File: src/core/spx_pkg.sv
// shared constants for the selector privilege and coprocessor trap unit
package spx_pkg;

  // apb register byte offsets
  localparam logic [7:0] SPX_CTRL_OFS    = 8'h00;
  localparam logic [7:0] SPX_SEL_OFS     = 8'h04;
  localparam logic [7:0] SPX_ADJ_OFS     = 8'h08;
  localparam logic [7:0] SPX_INSN_OFS    = 8'h0C;
  localparam logic [7:0] SPX_STATUS_OFS  = 8'h10;
  localparam logic [7:0] SPX_CACHE_OFS   = 8'h14;

  // selector layout: requested privilege in the two low bits
  localparam int SPX_RQP_LSB      = 0;
  localparam int SPX_SEL_W        = 16;
  localparam int SPX_PRIV_W       = 2;

  // load command fields
  localparam int SPX_LD_TGT_LSB   = 16;
  localparam int SPX_LD_DPL_LSB   = 20;
  // adjust command: source selector in the upper half
  localparam int SPX_ADJ_SRC_LSB  = 16;
  // adjust result: zero flag position
  localparam int SPX_ADJ_ZF_BIT   = 16;

  // instruction command bits
  localparam int SPX_IN_WAITESC   = 0;
  localparam int SPX_IN_TSWITCH   = 1;
  localparam int SPX_IN_INTTASK   = 2;
  localparam int SPX_IN_BUSYTAS   = 3;
  localparam int SPX_IN_INTACK    = 4;
  localparam int SPX_IN_DESCFET   = 5;

  // status bits
  localparam int SPX_ST_TS        = 3;
  localparam int SPX_ST_PFAULT    = 0;
  localparam int SPX_ST_NMFAULT   = 1;
  localparam int SPX_ST_NUMERR    = 2;
  localparam int SPX_ST_LOCK      = 4;
  localparam int SPX_ST_ZF        = 5;
  localparam int SPX_ST_SWCNT_LSB = 8;

  // control: write one clears the task-switched flag
  localparam int SPX_CTRL_CLTS    = 0;

  // exception vectors
  localparam logic [7:0] SPX_VEC_NOEXT = 8'h07;

  // locked bus cycle counts
  localparam logic [3:0] SPX_LOCK_TAS_CYC  = 4'h3;
  localparam logic [3:0] SPX_LOCK_INTA_CYC = 4'h2;
  localparam logic [3:0] SPX_LOCK_DESC_CYC = 4'h4;

  // reset values
  localparam logic [31:0] SPX_ZERO_RST = 32'h0000_0000;

  typedef enum logic {SPX_LK_IDLE, SPX_LK_RUN} spx_lock_st_t;

endpackage

File: src/core/spx_trap_unit.sv
// selector privilege checks, privilege adjust, coprocessor trap and bus lock
//
// Implementation choices: the register addresses and register access over APB.
`timescale 1ns/1ps

////////////////////////////////////////////////////////////////////////////////
module spx_trap_unit
  import spx_pkg::*;
#(
  parameter int          NREG       = 6,
  parameter logic [7:0]  VEC_PROT   = 8'h0D,
  parameter logic [7:0]  VEC_NUMERR = 8'h10
)
(
  input  wire logic        pclk,
  input  wire logic        presetn,
  input  wire logic        psel,
  input  wire logic        penable,
  input  wire logic        pwrite,
  input  wire logic [7:0]  paddr,
  input  wire logic [31:0] pwdata,
  output logic [31:0]      prdata,
  output logic             pready,
  output logic             pslverr,
  input  wire logic        npx_error,
  input  wire logic [11:0] mem_dpl,
  output logic             bus_lock,
  output logic             exc_valid,
  output logic [7:0]       exc_vector,
  output logic             npx_err_ack
);

  // elaboration check: index and descriptor bus widths serve six entries only
  if (NREG != 6)
  begin : g_bad_nreg
    $error("spx_trap_unit: NREG must be 6 (four segment, local table, task)");
  end

  ////////////////////////////////////////////////////////////////////////////
  // apb handshake
  logic        acc_w;
  logic        wr_fire;
  logic        rd_fire;
  logic        mapped_w;
  logic        stall_w;
  logic        pready_r;
  logic        pslverr_r;
  logic [31:0] prdata_r;
  logic [31:0] rd_val;

  // one wait cycle, longer for an instruction write while a locked sequence is still running
  assign acc_w    = psel & penable & ~pready_r;
  assign mapped_w = (paddr == SPX_CTRL_OFS) | (paddr == SPX_SEL_OFS)
                  | (paddr == SPX_ADJ_OFS) | (paddr == SPX_INSN_OFS)
                  | (paddr == SPX_STATUS_OFS) | (paddr == SPX_CACHE_OFS);
  assign wr_fire  = psel & penable & pready_r & pwrite & mapped_w;
  assign rd_fire  = acc_w & ~pwrite;

  ////////////////////////////////////////////////////////////////////////////
  // state declarations
  logic                  ts_r;
  logic                  pfault_r;
  logic                  nmfault_r;
  logic                  numerr_r;
  logic                  zf_r;
  logic [31:0]           adj_res_r;
  logic [2:0]            rd_idx_r;
  logic [7:0]            swcnt_r;
  logic [SPX_SEL_W-1:0]  sel_r [NREG];
  logic [SPX_PRIV_W-1:0] dpl_r [NREG];
  spx_lock_st_t          lk_st_r;
  logic [3:0]            lk_cnt_r;
  logic                  exc_valid_r;
  logic [7:0]            exc_vector_r;
  logic                  npx_ack_r;
  logic                  lock_out_r;

  // decoded command strobes
  logic                  ld_go;
  logic                  adj_go;
  logic                  insn_go;
  logic                  clts_go;
  logic                  tsw_go;
  logic [2:0]            ld_tgt;
  logic [SPX_PRIV_W-1:0] ld_rqp;
  logic [SPX_PRIV_W-1:0] ld_dpl;
  logic                  ld_ok;
  logic                  ld_bad;
  logic                  we_go;

  assign ld_go   = wr_fire & (paddr == SPX_SEL_OFS);
  assign adj_go  = wr_fire & (paddr == SPX_ADJ_OFS);
  assign insn_go = wr_fire & (paddr == SPX_INSN_OFS);
  assign clts_go = wr_fire & (paddr == SPX_CTRL_OFS) & pwdata[SPX_CTRL_CLTS];
  assign tsw_go  = insn_go & (pwdata[SPX_IN_TSWITCH] | pwdata[SPX_IN_INTTASK]);
  assign we_go   = insn_go & pwdata[SPX_IN_WAITESC];

  // selector load fields; unsigned compare keeps smaller value more privileged
  assign ld_tgt = pwdata[SPX_LD_TGT_LSB +: 3];
  assign ld_rqp = pwdata[SPX_RQP_LSB +: SPX_PRIV_W];
  assign ld_dpl = pwdata[SPX_LD_DPL_LSB +: SPX_PRIV_W];
  assign ld_ok  = ld_go & (ld_tgt < 3'(NREG)) & (ld_rqp <= ld_dpl);
  assign ld_bad = ld_go & (ld_tgt < 3'(NREG)) & (ld_rqp > ld_dpl);

  // locked sequence busy stalls further instruction writes
  assign stall_w = pwrite & (paddr == SPX_INSN_OFS) & (lk_st_r != SPX_LK_IDLE);

  ////////////////////////////////////////////////////////////////////////////
  // apb answer registers
  always_ff @(posedge pclk or negedge presetn)
  begin
    if (!presetn)
    begin
      pready_r  <= 1'b0;
      pslverr_r <= 1'b0;
    end
    else
    begin
      pready_r  <= acc_w & ~stall_w;
      pslverr_r <= acc_w & ~stall_w & ~mapped_w;
    end
  end

  // read mux
  always_comb
  begin
    rd_val = SPX_ZERO_RST;
    case (paddr)
      SPX_ADJ_OFS:    rd_val = adj_res_r;
      SPX_CTRL_OFS:   rd_val = {29'h0000_0000, rd_idx_r};
      SPX_STATUS_OFS:
      begin
        rd_val[SPX_ST_PFAULT]              = pfault_r;
        rd_val[SPX_ST_NMFAULT]             = nmfault_r;
        rd_val[SPX_ST_NUMERR]              = numerr_r;
        rd_val[SPX_ST_TS]                  = ts_r;
        rd_val[SPX_ST_LOCK]                = lock_out_r;
        rd_val[SPX_ST_ZF]                  = zf_r;
        rd_val[SPX_ST_SWCNT_LSB +: 8]      = swcnt_r;
      end
      SPX_CACHE_OFS:
      begin
        if (rd_idx_r < 3'(NREG))
        begin
          rd_val[SPX_SEL_W-1:0]               = sel_r[rd_idx_r];
          rd_val[SPX_LD_DPL_LSB +: SPX_PRIV_W] = dpl_r[rd_idx_r];
        end
      end
      default:        rd_val = SPX_ZERO_RST;
    endcase
  end

  // read data captured with the answer
  always_ff @(posedge pclk or negedge presetn)
  begin
    if (!presetn)
      prdata_r <= SPX_ZERO_RST;
    else if (rd_fire)
      prdata_r <= mapped_w ? rd_val : SPX_ZERO_RST;
  end

  ////////////////////////////////////////////////////////////////////////////
  // selector load check and descriptor caches
  always_ff @(posedge pclk or negedge presetn)
  begin
    if (!presetn)
      rd_idx_r <= 3'h0;
    else if (ld_go)
      rd_idx_r <= ld_tgt;
    else if (wr_fire && paddr == SPX_CTRL_OFS)
      rd_idx_r <= pwdata[2:0];
  end

  genvar gi;
  generate
    for (gi = 0; gi < NREG; gi++)
    begin : g_cache
      // entry changes only on its own load or a task switch reload
      always_ff @(posedge pclk or negedge presetn)
      begin
        if (!presetn)
        begin
          sel_r[gi] <= 16'h0000;
          dpl_r[gi] <= 2'h0;
        end
        else if (tsw_go)
        begin
          dpl_r[gi] <= mem_dpl[gi*SPX_PRIV_W +: SPX_PRIV_W];
        end
        else if (ld_ok && ld_tgt == 3'(gi))
        begin
          sel_r[gi] <= pwdata[SPX_SEL_W-1:0];
          dpl_r[gi] <= ld_dpl;
        end
      end
    end
  endgenerate

  ////////////////////////////////////////////////////////////////////////////
  // privilege adjust
  logic [SPX_PRIV_W-1:0] adj_dst;
  logic [SPX_PRIV_W-1:0] adj_src;
  logic [SPX_PRIV_W-1:0] adj_max;

  assign adj_dst = pwdata[SPX_RQP_LSB +: SPX_PRIV_W];
  assign adj_src = pwdata[SPX_ADJ_SRC_LSB +: SPX_PRIV_W];
  assign adj_max = (adj_src > adj_dst) ? adj_src : adj_dst;

  always_ff @(posedge pclk or negedge presetn)
  begin
    if (!presetn)
    begin
      adj_res_r <= SPX_ZERO_RST;
      zf_r      <= 1'b0;
    end
    else if (adj_go)
    begin
      adj_res_r <= {15'h0000, (adj_src > adj_dst),
                    pwdata[SPX_SEL_W-1:SPX_PRIV_W], adj_max};
      zf_r      <= (adj_src > adj_dst);
    end
  end

  ////////////////////////////////////////////////////////////////////////////
  // task-switched flag: set wins over the clear
  always_ff @(posedge pclk or negedge presetn)
  begin
    if (!presetn)
      ts_r <= 1'b0;
    else if (tsw_go)
      ts_r <= 1'b1;
    else if (clts_go)
      ts_r <= 1'b0;
  end

  // task switch counter; no coprocessor signal is driven by a switch
  always_ff @(posedge pclk or negedge presetn)
  begin
    if (!presetn)
      swcnt_r <= 8'h00;
    else if (tsw_go)
      swcnt_r <= swcnt_r + 8'h01;
  end

  ////////////////////////////////////////////////////////////////////////////
  // exceptions: not-present trap, numeric error, protection fault
  always_ff @(posedge pclk or negedge presetn)
  begin
    if (!presetn)
    begin
      exc_valid_r  <= 1'b0;
      exc_vector_r <= 8'h00;
      npx_ack_r    <= 1'b0;
    end
    else
    begin
      exc_valid_r <= 1'b0;
      npx_ack_r   <= 1'b0;
      if (ld_bad)
      begin
        exc_valid_r  <= 1'b1;
        exc_vector_r <= VEC_PROT;
      end
      else if (we_go && ts_r)
      begin
        exc_valid_r  <= 1'b1;
        exc_vector_r <= SPX_VEC_NOEXT;
      end
      else if (we_go && npx_error)
      begin
        exc_valid_r  <= 1'b1;
        exc_vector_r <= VEC_NUMERR;
        npx_ack_r    <= 1'b1;
      end
    end
  end

  // sticky status, cleared by writing ones to the status word
  logic st_clr;
  assign st_clr = wr_fire & (paddr == SPX_STATUS_OFS);

  always_ff @(posedge pclk or negedge presetn)
  begin
    if (!presetn)
    begin
      pfault_r  <= 1'b0;
      nmfault_r <= 1'b0;
      numerr_r  <= 1'b0;
    end
    else
    begin
      if (ld_bad)
        pfault_r <= 1'b1;
      else if (st_clr && pwdata[SPX_ST_PFAULT])
        pfault_r <= 1'b0;
      if (we_go && ts_r)
        nmfault_r <= 1'b1;
      else if (st_clr && pwdata[SPX_ST_NMFAULT])
        nmfault_r <= 1'b0;
      if (we_go && !ts_r && npx_error)
        numerr_r <= 1'b1;
      else if (st_clr && pwdata[SPX_ST_NUMERR])
        numerr_r <= 1'b0;
    end
  end

  ////////////////////////////////////////////////////////////////////////////
  // locked bus sequences
  logic [3:0] lk_len;

  always_comb
  begin
    lk_len = 4'h0;
    if (pwdata[SPX_IN_BUSYTAS])
      lk_len = lk_len + SPX_LOCK_TAS_CYC;
    if (pwdata[SPX_IN_INTACK] || pwdata[SPX_IN_INTTASK])
      lk_len = lk_len + SPX_LOCK_INTA_CYC;
    if (pwdata[SPX_IN_DESCFET])
      lk_len = lk_len + SPX_LOCK_DESC_CYC;
  end

  always_ff @(posedge pclk or negedge presetn)
  begin
    if (!presetn)
    begin
      lk_st_r    <= SPX_LK_IDLE;
      lk_cnt_r   <= 4'h0;
      lock_out_r <= 1'b0;
    end
    else
    begin
      case (lk_st_r)
        SPX_LK_IDLE:
        begin
          if (insn_go && lk_len != 4'h0)
          begin
            lk_st_r    <= SPX_LK_RUN;
            lk_cnt_r   <= lk_len;
            lock_out_r <= 1'b1;
          end
        end
        SPX_LK_RUN:
        begin
          if (lk_cnt_r == 4'h1)
          begin
            lk_st_r    <= SPX_LK_IDLE;
            lock_out_r <= 1'b0;
          end
          lk_cnt_r <= lk_cnt_r - 4'h1;
        end
        default:
        begin
          lk_st_r    <= SPX_LK_IDLE;
          lock_out_r <= 1'b0;
        end
      endcase
    end
  end

  ////////////////////////////////////////////////////////////////////////////
  // outputs
  assign prdata      = prdata_r;
  assign pready      = pready_r;
  assign pslverr     = pslverr_r;
  assign bus_lock    = lock_out_r;
  assign exc_valid   = exc_valid_r;
  assign exc_vector  = exc_vector_r;
  assign npx_err_ack = npx_ack_r;

endmodule

File: config.mk
export PLATFORM = sky130hd
export DESIGN_NAME = spx_trap_unit
export DESIGN_NICKNAME = d
export VERILOG_FILES = /design/src/core/spx_pkg.sv /design/src/core/spx_trap_unit.sv
export SDC_FILE = /design/constraint.sdc
export NUM_CORES = 1
export LEC_CHECK = 0
export BUFFER_PORTS_ARGS = -buffer_cell sky130_fd_sc_hd__buf_2
export CAP_MARGIN = 25
export CELL_PAD_IN_SITES_DETAIL_PLACEMENT = 0
export CELL_PAD_IN_SITES_GLOBAL_PLACEMENT = 1
export CORE_MARGIN = 3
export CORE_UTILIZATION = 37
export CTS_CLUSTER_SIZE = 8
export DETAILED_ROUTE_END_ITERATION = 10
export PLACE_DENSITY_LB_ADDON = 0.15
export SYNTH_ARGS = -nofsm -noshare
export SYNTH_HDL_FRONTEND = slang
export SYNTH_SLANG_ARGS = --single-unit
File: constraint.sdc
create_clock -name pclk -period 2.2 [get_ports pclk]
set_clock_uncertainty 0.2 [all_clocks]
set_input_delay 0.22 -clock pclk [delete_from_list [all_inputs] [get_ports pclk]]
set_output_delay 0.22 -clock pclk [all_outputs]
set_load 0.03 [all_outputs]
# Yosys cells after proc, flatten, opt, wreduce, memory -nomap -nowiden
# Index checks and enable logic that the tools add are counted.
# totals
inputBits,58
ff_bits,191
output_inout_bits,45
# op_classes
n_reduce_logical,39
bitwise_logic,34
add_sub_neg,4
order_cmp,6
mux,56
n_eq_ne,13
# ops
operator,count
$bmux W16 S3,1
$mux W16,3
$mux W2,18
$mux W8,3
$pmux W6 S4,1
$pmux W8 S3,1
$mux W22,1
$reduce_bool A2 Y1,11
$and A1 B1 Y1,21
$mux W1,18
$eq A8 B4 Y1 const B,2
$eq A8 B5 Y1 const B,2
$logic_and A1 B1 Y1,15
$reduce_and A2 Y1,7
$mux W4,3
$add A8 B1 Y8 const B,1
$eq A8 B3 Y1 const B,1
$logic_not A8 Y1,1
$pmux W4 S2,1
$bmux W2 S3,1
$eq A3 B2 Y1 const B,2
$eq A3 B3 Y1 const B,2
$lt A3 B3 Y1 const B,2
$mux W3,2
other kinds (20),32

# Logic depth before layout (Yosys ltp)
# logic_depth
ltp_word,13
mapped_depth,9

# Worst setup path after synthesis
# No wires, ideal clock.
# synth_timing
kind,register -> register
startpoint,"register pready_r, in the netlist pready"
endpoint,register sel_r[32] (netlist name)
period_less_slack_ps,2204
arrival_ps,1880
setup_ps,125
slack_ps,-4
n_path_buf,2
required_ps,1875
path_stages_with_launch,7
cell_sequence,dfrtp_1 -> and4_1 -> nand3_1 -> nor4b_1 -> buf_2 -> buf_2 -> mux2_2
# synth_between
elab_chain_cells,8
# synth_lines
item,line_no,text
start: declaration,spx_trap_unit.sv:46,logic pready_r;
start signal: assignment,spx_trap_unit.sv:119,pready_r <= acc_w & ~stall_w;
$and A1 B1 Y1 * (3 in series),spx_trap_unit.sv:56,assign wr_fire = psel & penable & pready_r & pwrite & mapped_w;
$and A1 B1 Y1,spx_trap_unit.sv:91,assign ld_go = wr_fire & (paddr == SPX_SEL_OFS);
$and A1 B1 Y1 (2 in series),spx_trap_unit.sv:102,assign ld_ok = ld_go & (ld_tgt < 3'(NREG)) & (ld_rqp <= ld_dpl);
$logic_and A1 B1 Y1,spx_trap_unit.sv:190,else if (ld_ok && ld_tgt == 3'(gi))
$reduce_and A2 Y1 (no source line) *,--,
end signal: indexed assignment,spx_trap_unit.sv:192,sel_r[gi] <= pwdata[SPX_SEL_W-1:0];
end: declaration,spx_trap_unit.sv:69,logic [SPX_SEL_W-1:0] sel_r [NREG];
# Mark *: on every way between the ends. The rest lies on a longest branch, timed or not.
# A chain may end at the register's enable or synchronous reset.

# Worst setup path in the final report
# layout_timing
startpoint,input psel
endpoint,register dpl_r[7] (netlist name)
# layout_between
elab_chain_cells,9
# layout_lines
item,line_no,text
start: declaration,spx_trap_unit.sv:17,"input wire logic psel,"
$and A1 B1 Y1 * (4 in series),spx_trap_unit.sv:56,
$and A1 B1 Y1,spx_trap_unit.sv:91,
$and A1 B1 Y1 (2 in series),spx_trap_unit.sv:102,
$logic_and A1 B1 Y1,spx_trap_unit.sv:190,
$reduce_bool A2 Y1 (no source line),--,
end signal: indexed assignment,spx_trap_unit.sv:188,dpl_r[gi] <= mem_dpl[gi*SPX_PRIV_W +: SPX_PRIV_W];
end signal: indexed assignment,spx_trap_unit.sv:193,dpl_r[gi] <= ld_dpl;
end: declaration,spx_trap_unit.sv:70,logic [SPX_PRIV_W-1:0] dpl_r [NREG];
# Marked as above.

==> run metrics <==
status=finished, final reports clean; count of final hold-check violations=0; Layout area overhead=27.2%; DP HPWL=15600 um; GRT Util Overall=0.191; Max Fanout on Critical Path=10; port bufs=75; final max-slew violation count=0; YS warnings=0; Starting DRT DRC Count=~360; io pins=slightly above 100; Seq/Total Area, Yosys=0.524; #FFs+latches synth=173; Clock Path Buffers=2; fin crit share=0.969; TritonCTS buffer count=17; DR vias/cell=5.23; number of global-route vias before repair=between 6000 and 7000; RSZ-0062 raised after global routing=yes; placement row count=54; Tmin final=roughly 2.1 ns; most common flop cell mapped by yosys=dfrtp_1; Tightest Pin Transition=around 0.51 ns; synth unique cells=50; drt total wl=approximately 22000 um; Cells after DPL=approximately 1100; first-pass GRT wire length=approximately 36000 um; Crit path required time=2.34 ns; Post-Place Cell Area=around 9400 um2; Worst EP arrival=2.28 ns; share of flip-flops with an asynchronous set or reset=1.00; CP startpoint kind=input pin; Hold Path Class=in -> reg; Clk Latency, worst-skew pair=around 0.42 ns; number of flops mapped to enable cells by yosys=0; PD cells=between 600 and 700 nW/um2; Setup Viol. Count Final=0; Worst-path clk slew=roughly 0.060 ns; core area=about 22000 um2; final cell count without fillers=~1200; Worst VDD drop=between 400 and 500 uV; H-tree level count=4; antenna violations before repair=0; 1st-pass router iterations=6; Die X=~160 um; largest net degree at the start of global routing=47; post-route antenna net violation count=0; clk root buf=clkbuf_16; max_cap viols=0; Crit. End Element=flop; pre-CTS setup slack=-0.142 ns; Final Net Count=roughly 950; power consumption=just over 0.007 W; drt drc=0; Post-Syn Instances=a little over 700; GRT overflow=0; Rel. slew slack=0.659; WL/cell=19.1 um; Sink Count=~170; routability cong.=0.808; leak pwr=5.03 nW; ANT cells=0; Worst Setup Slack, final=a little under 0.07 ns; CTS tree=yes; Die Y-Extent=about 160 um; Initial Util=0.378; Netlist Area Pre-Place=8270 um2; Final Cell Area=approximately 11000 um2; Die ar.=approximately 24000 um2; WS Path Type=in -> reg; layout cells sized above 1=0.326; vias=approximately 6100; Syn Area/Cell=about 11 um2; Post-Route Hold Slack=roughly 0.028 ns; Fmax=0.469 GHz
-- report_power, final --
part / leakage [nW] / switching [W] / internal (W)
Sequential: 2.36 / 0.0000441 / 0.00325
Combinational: 2.36 / 0.000425 / 0.000240
Clock: 0.312 / 0.00128 / 0.00198
Total: 5.03 / 0.00175 / 0.00547
-- logic make-up (layout without fill, tap and decap cells) --
| family | Yosys count | in the layout | share of synthesized area |
|---|---|---|---|
| mux | 158 | 158 | 0.211 |
| other cells | 1 | 16 | 0.000454 |
| compound gates | 126 | 126 | 0.0957 |
| flops | 173 | 173 | 0.524 |
| buf+inv | 79 | 236 | 0.0486 |
| xor+xnor | 9 | 9 | 0.00954 |
| fa+ha+maj | 12 | 12 | 0.0182 |
| simple gates | 162 | 162 | 0.0931 |
-- sequential cells by signal (all words and copies together) (netlist names), 3 cells and up --
| name | cells |
|---|---|
| sel_r | 96 |
| prdata | 19 |
| adj_res_r | 16 |
| dpl_r | 12 |
| swcnt_r | 8 |
| exc_vector | 4 |
| lk_cnt_r | 4 |
| rd_idx_r | 3 |
-- cell type report --
class | count | area, um2
Clock inverter | 11 | 181
Timing Repair Buffer | 185 | 1500
Fill cell | 2044 | 11400
Multi-Input combinational cell | 483 | 3620
Clock buffer | 21 | 460
Sequential cell | 173 | 4330
Inverter | 19 | 71.3
Tap cell | 280 | 350
-- synth_stat cells (2+ instances only) --
library cell,number,area share
buf_6,4,0.0054
dfrtp_1,173,0.52
mux4_2,4,0.011
nor3_1,9,0.0054
or4_1,2,0.0018
a222oi_1,11,0.013
a31oi_1,4,0.0030
inv_1,19,0.0086
buf_2,9,0.0054
o22a_1,11,0.012
xnor2_1,8,0.0085
nor2_1,39,0.018
or3_4,3,0.0041
a22o_1,2,0.0021
nor2b_1,3,0.0023
o21ai_0,46,0.028
ha_1,12,0.018
a21o_1,3,0.0027
a21oi_1,31,0.019
nand3_1,11,0.0067
buf_4,17,0.015
mux2_2,88,0.12
nand2_1,64,0.029
buf_1,3,0.0014
and4_1,3,0.0032
nor4_1,3,0.0023
mux2i_1,66,0.080
and2_1,3,0.0023
clkbuf_1,27,0.012
o211ai_1,2,0.0018
nand4_1,11,0.0083
or2_2,5,0.0038
a22oi_1,3,0.0027
o22ai_1,5,0.0038
-- through the flow --
stage | util | setup TNS, ns
after floorplan | - | 0
after global placement | 0.431 | -3.74
after detailed placement | 0.431 | -6.02
after CTS | 0.476 | 0
after global routing | 0.480 | -0.0150
final | 0.480 | 0
-- worst max-delay path, stage by stage --
cell and delay [ns]:
dlygate4sd3_1 0.52, buf_2 0.12, nand4_1 0.19, or3_1 0.49
or3_4 0.46, buf_12 0.16, a21oi_1 0.12
-- worst paths after layout --
check	start	end	slack, ns	cells after the start
max	psel	dpl_r[7]$_DFFE_PN0P_	0.07	7
min	npx_error	npx_err_ack$_DFF_PN0_	0.03	3
max reg2reg	rd_idx_r[0]$_DFFE_PN0P_	prdata[5]$_DFFE_PN0P_	0.07	7
min reg2reg	prdata[16]$_DFFE_PN0P_	prdata[16]$_DFFE_PN0P_	0.27	2
max in group asynchronous	presetn	adj_res_r[5]$_DFFE_PN0P_	0.97	3
min in group asynchronous	presetn	sel_r[92]$_DFFE_PN0P_	0.10	2
-- metal layers --
layer  track usage  part of all wire
met5             0                 0
met4        0.0529             0.011
met3        0.0281             0.033
met2         0.307              0.47
met1         0.272              0.48
-- cells in the final DEF (no fill, tap or decap), types with 12 or more instances in the layout --
| cell type | netlist | layout |
|---|---|---|
| dfrtp_1 | 173 | 170 |
| mux2_2 | 88 | 88 |
| buf_2 | 9 | 74 |
| mux2i_1 | 66 | 65 |
| nand2_1 | 64 | 64 |
| buf_4 | 17 | 59 |
| o21ai_0 | 46 | 45 |
| nor2_1 | 39 | 38 |
| dlygate4sd3_1 | 0 | 34 |
| a21oi_1 | 31 | 31 |
| inv_1 | 19 | 19 |
| clkbuf_16 | 0 | 17 |
| conb_1 | 1 | 16 |
| buf_12 | 0 | 16 |
| ha_1 | 12 | 12 |
-- repair_timing --
item / in CTS / in global routing
hold endpoints to repair: 238 / 0
buffers inserted: 0 / 7
hold buffers: 34 / 0
resized for setup: 0 / 7
endpoints found under the setup margin: 0 / 36
No activity file was read; power rests on OpenSTA's default activity.
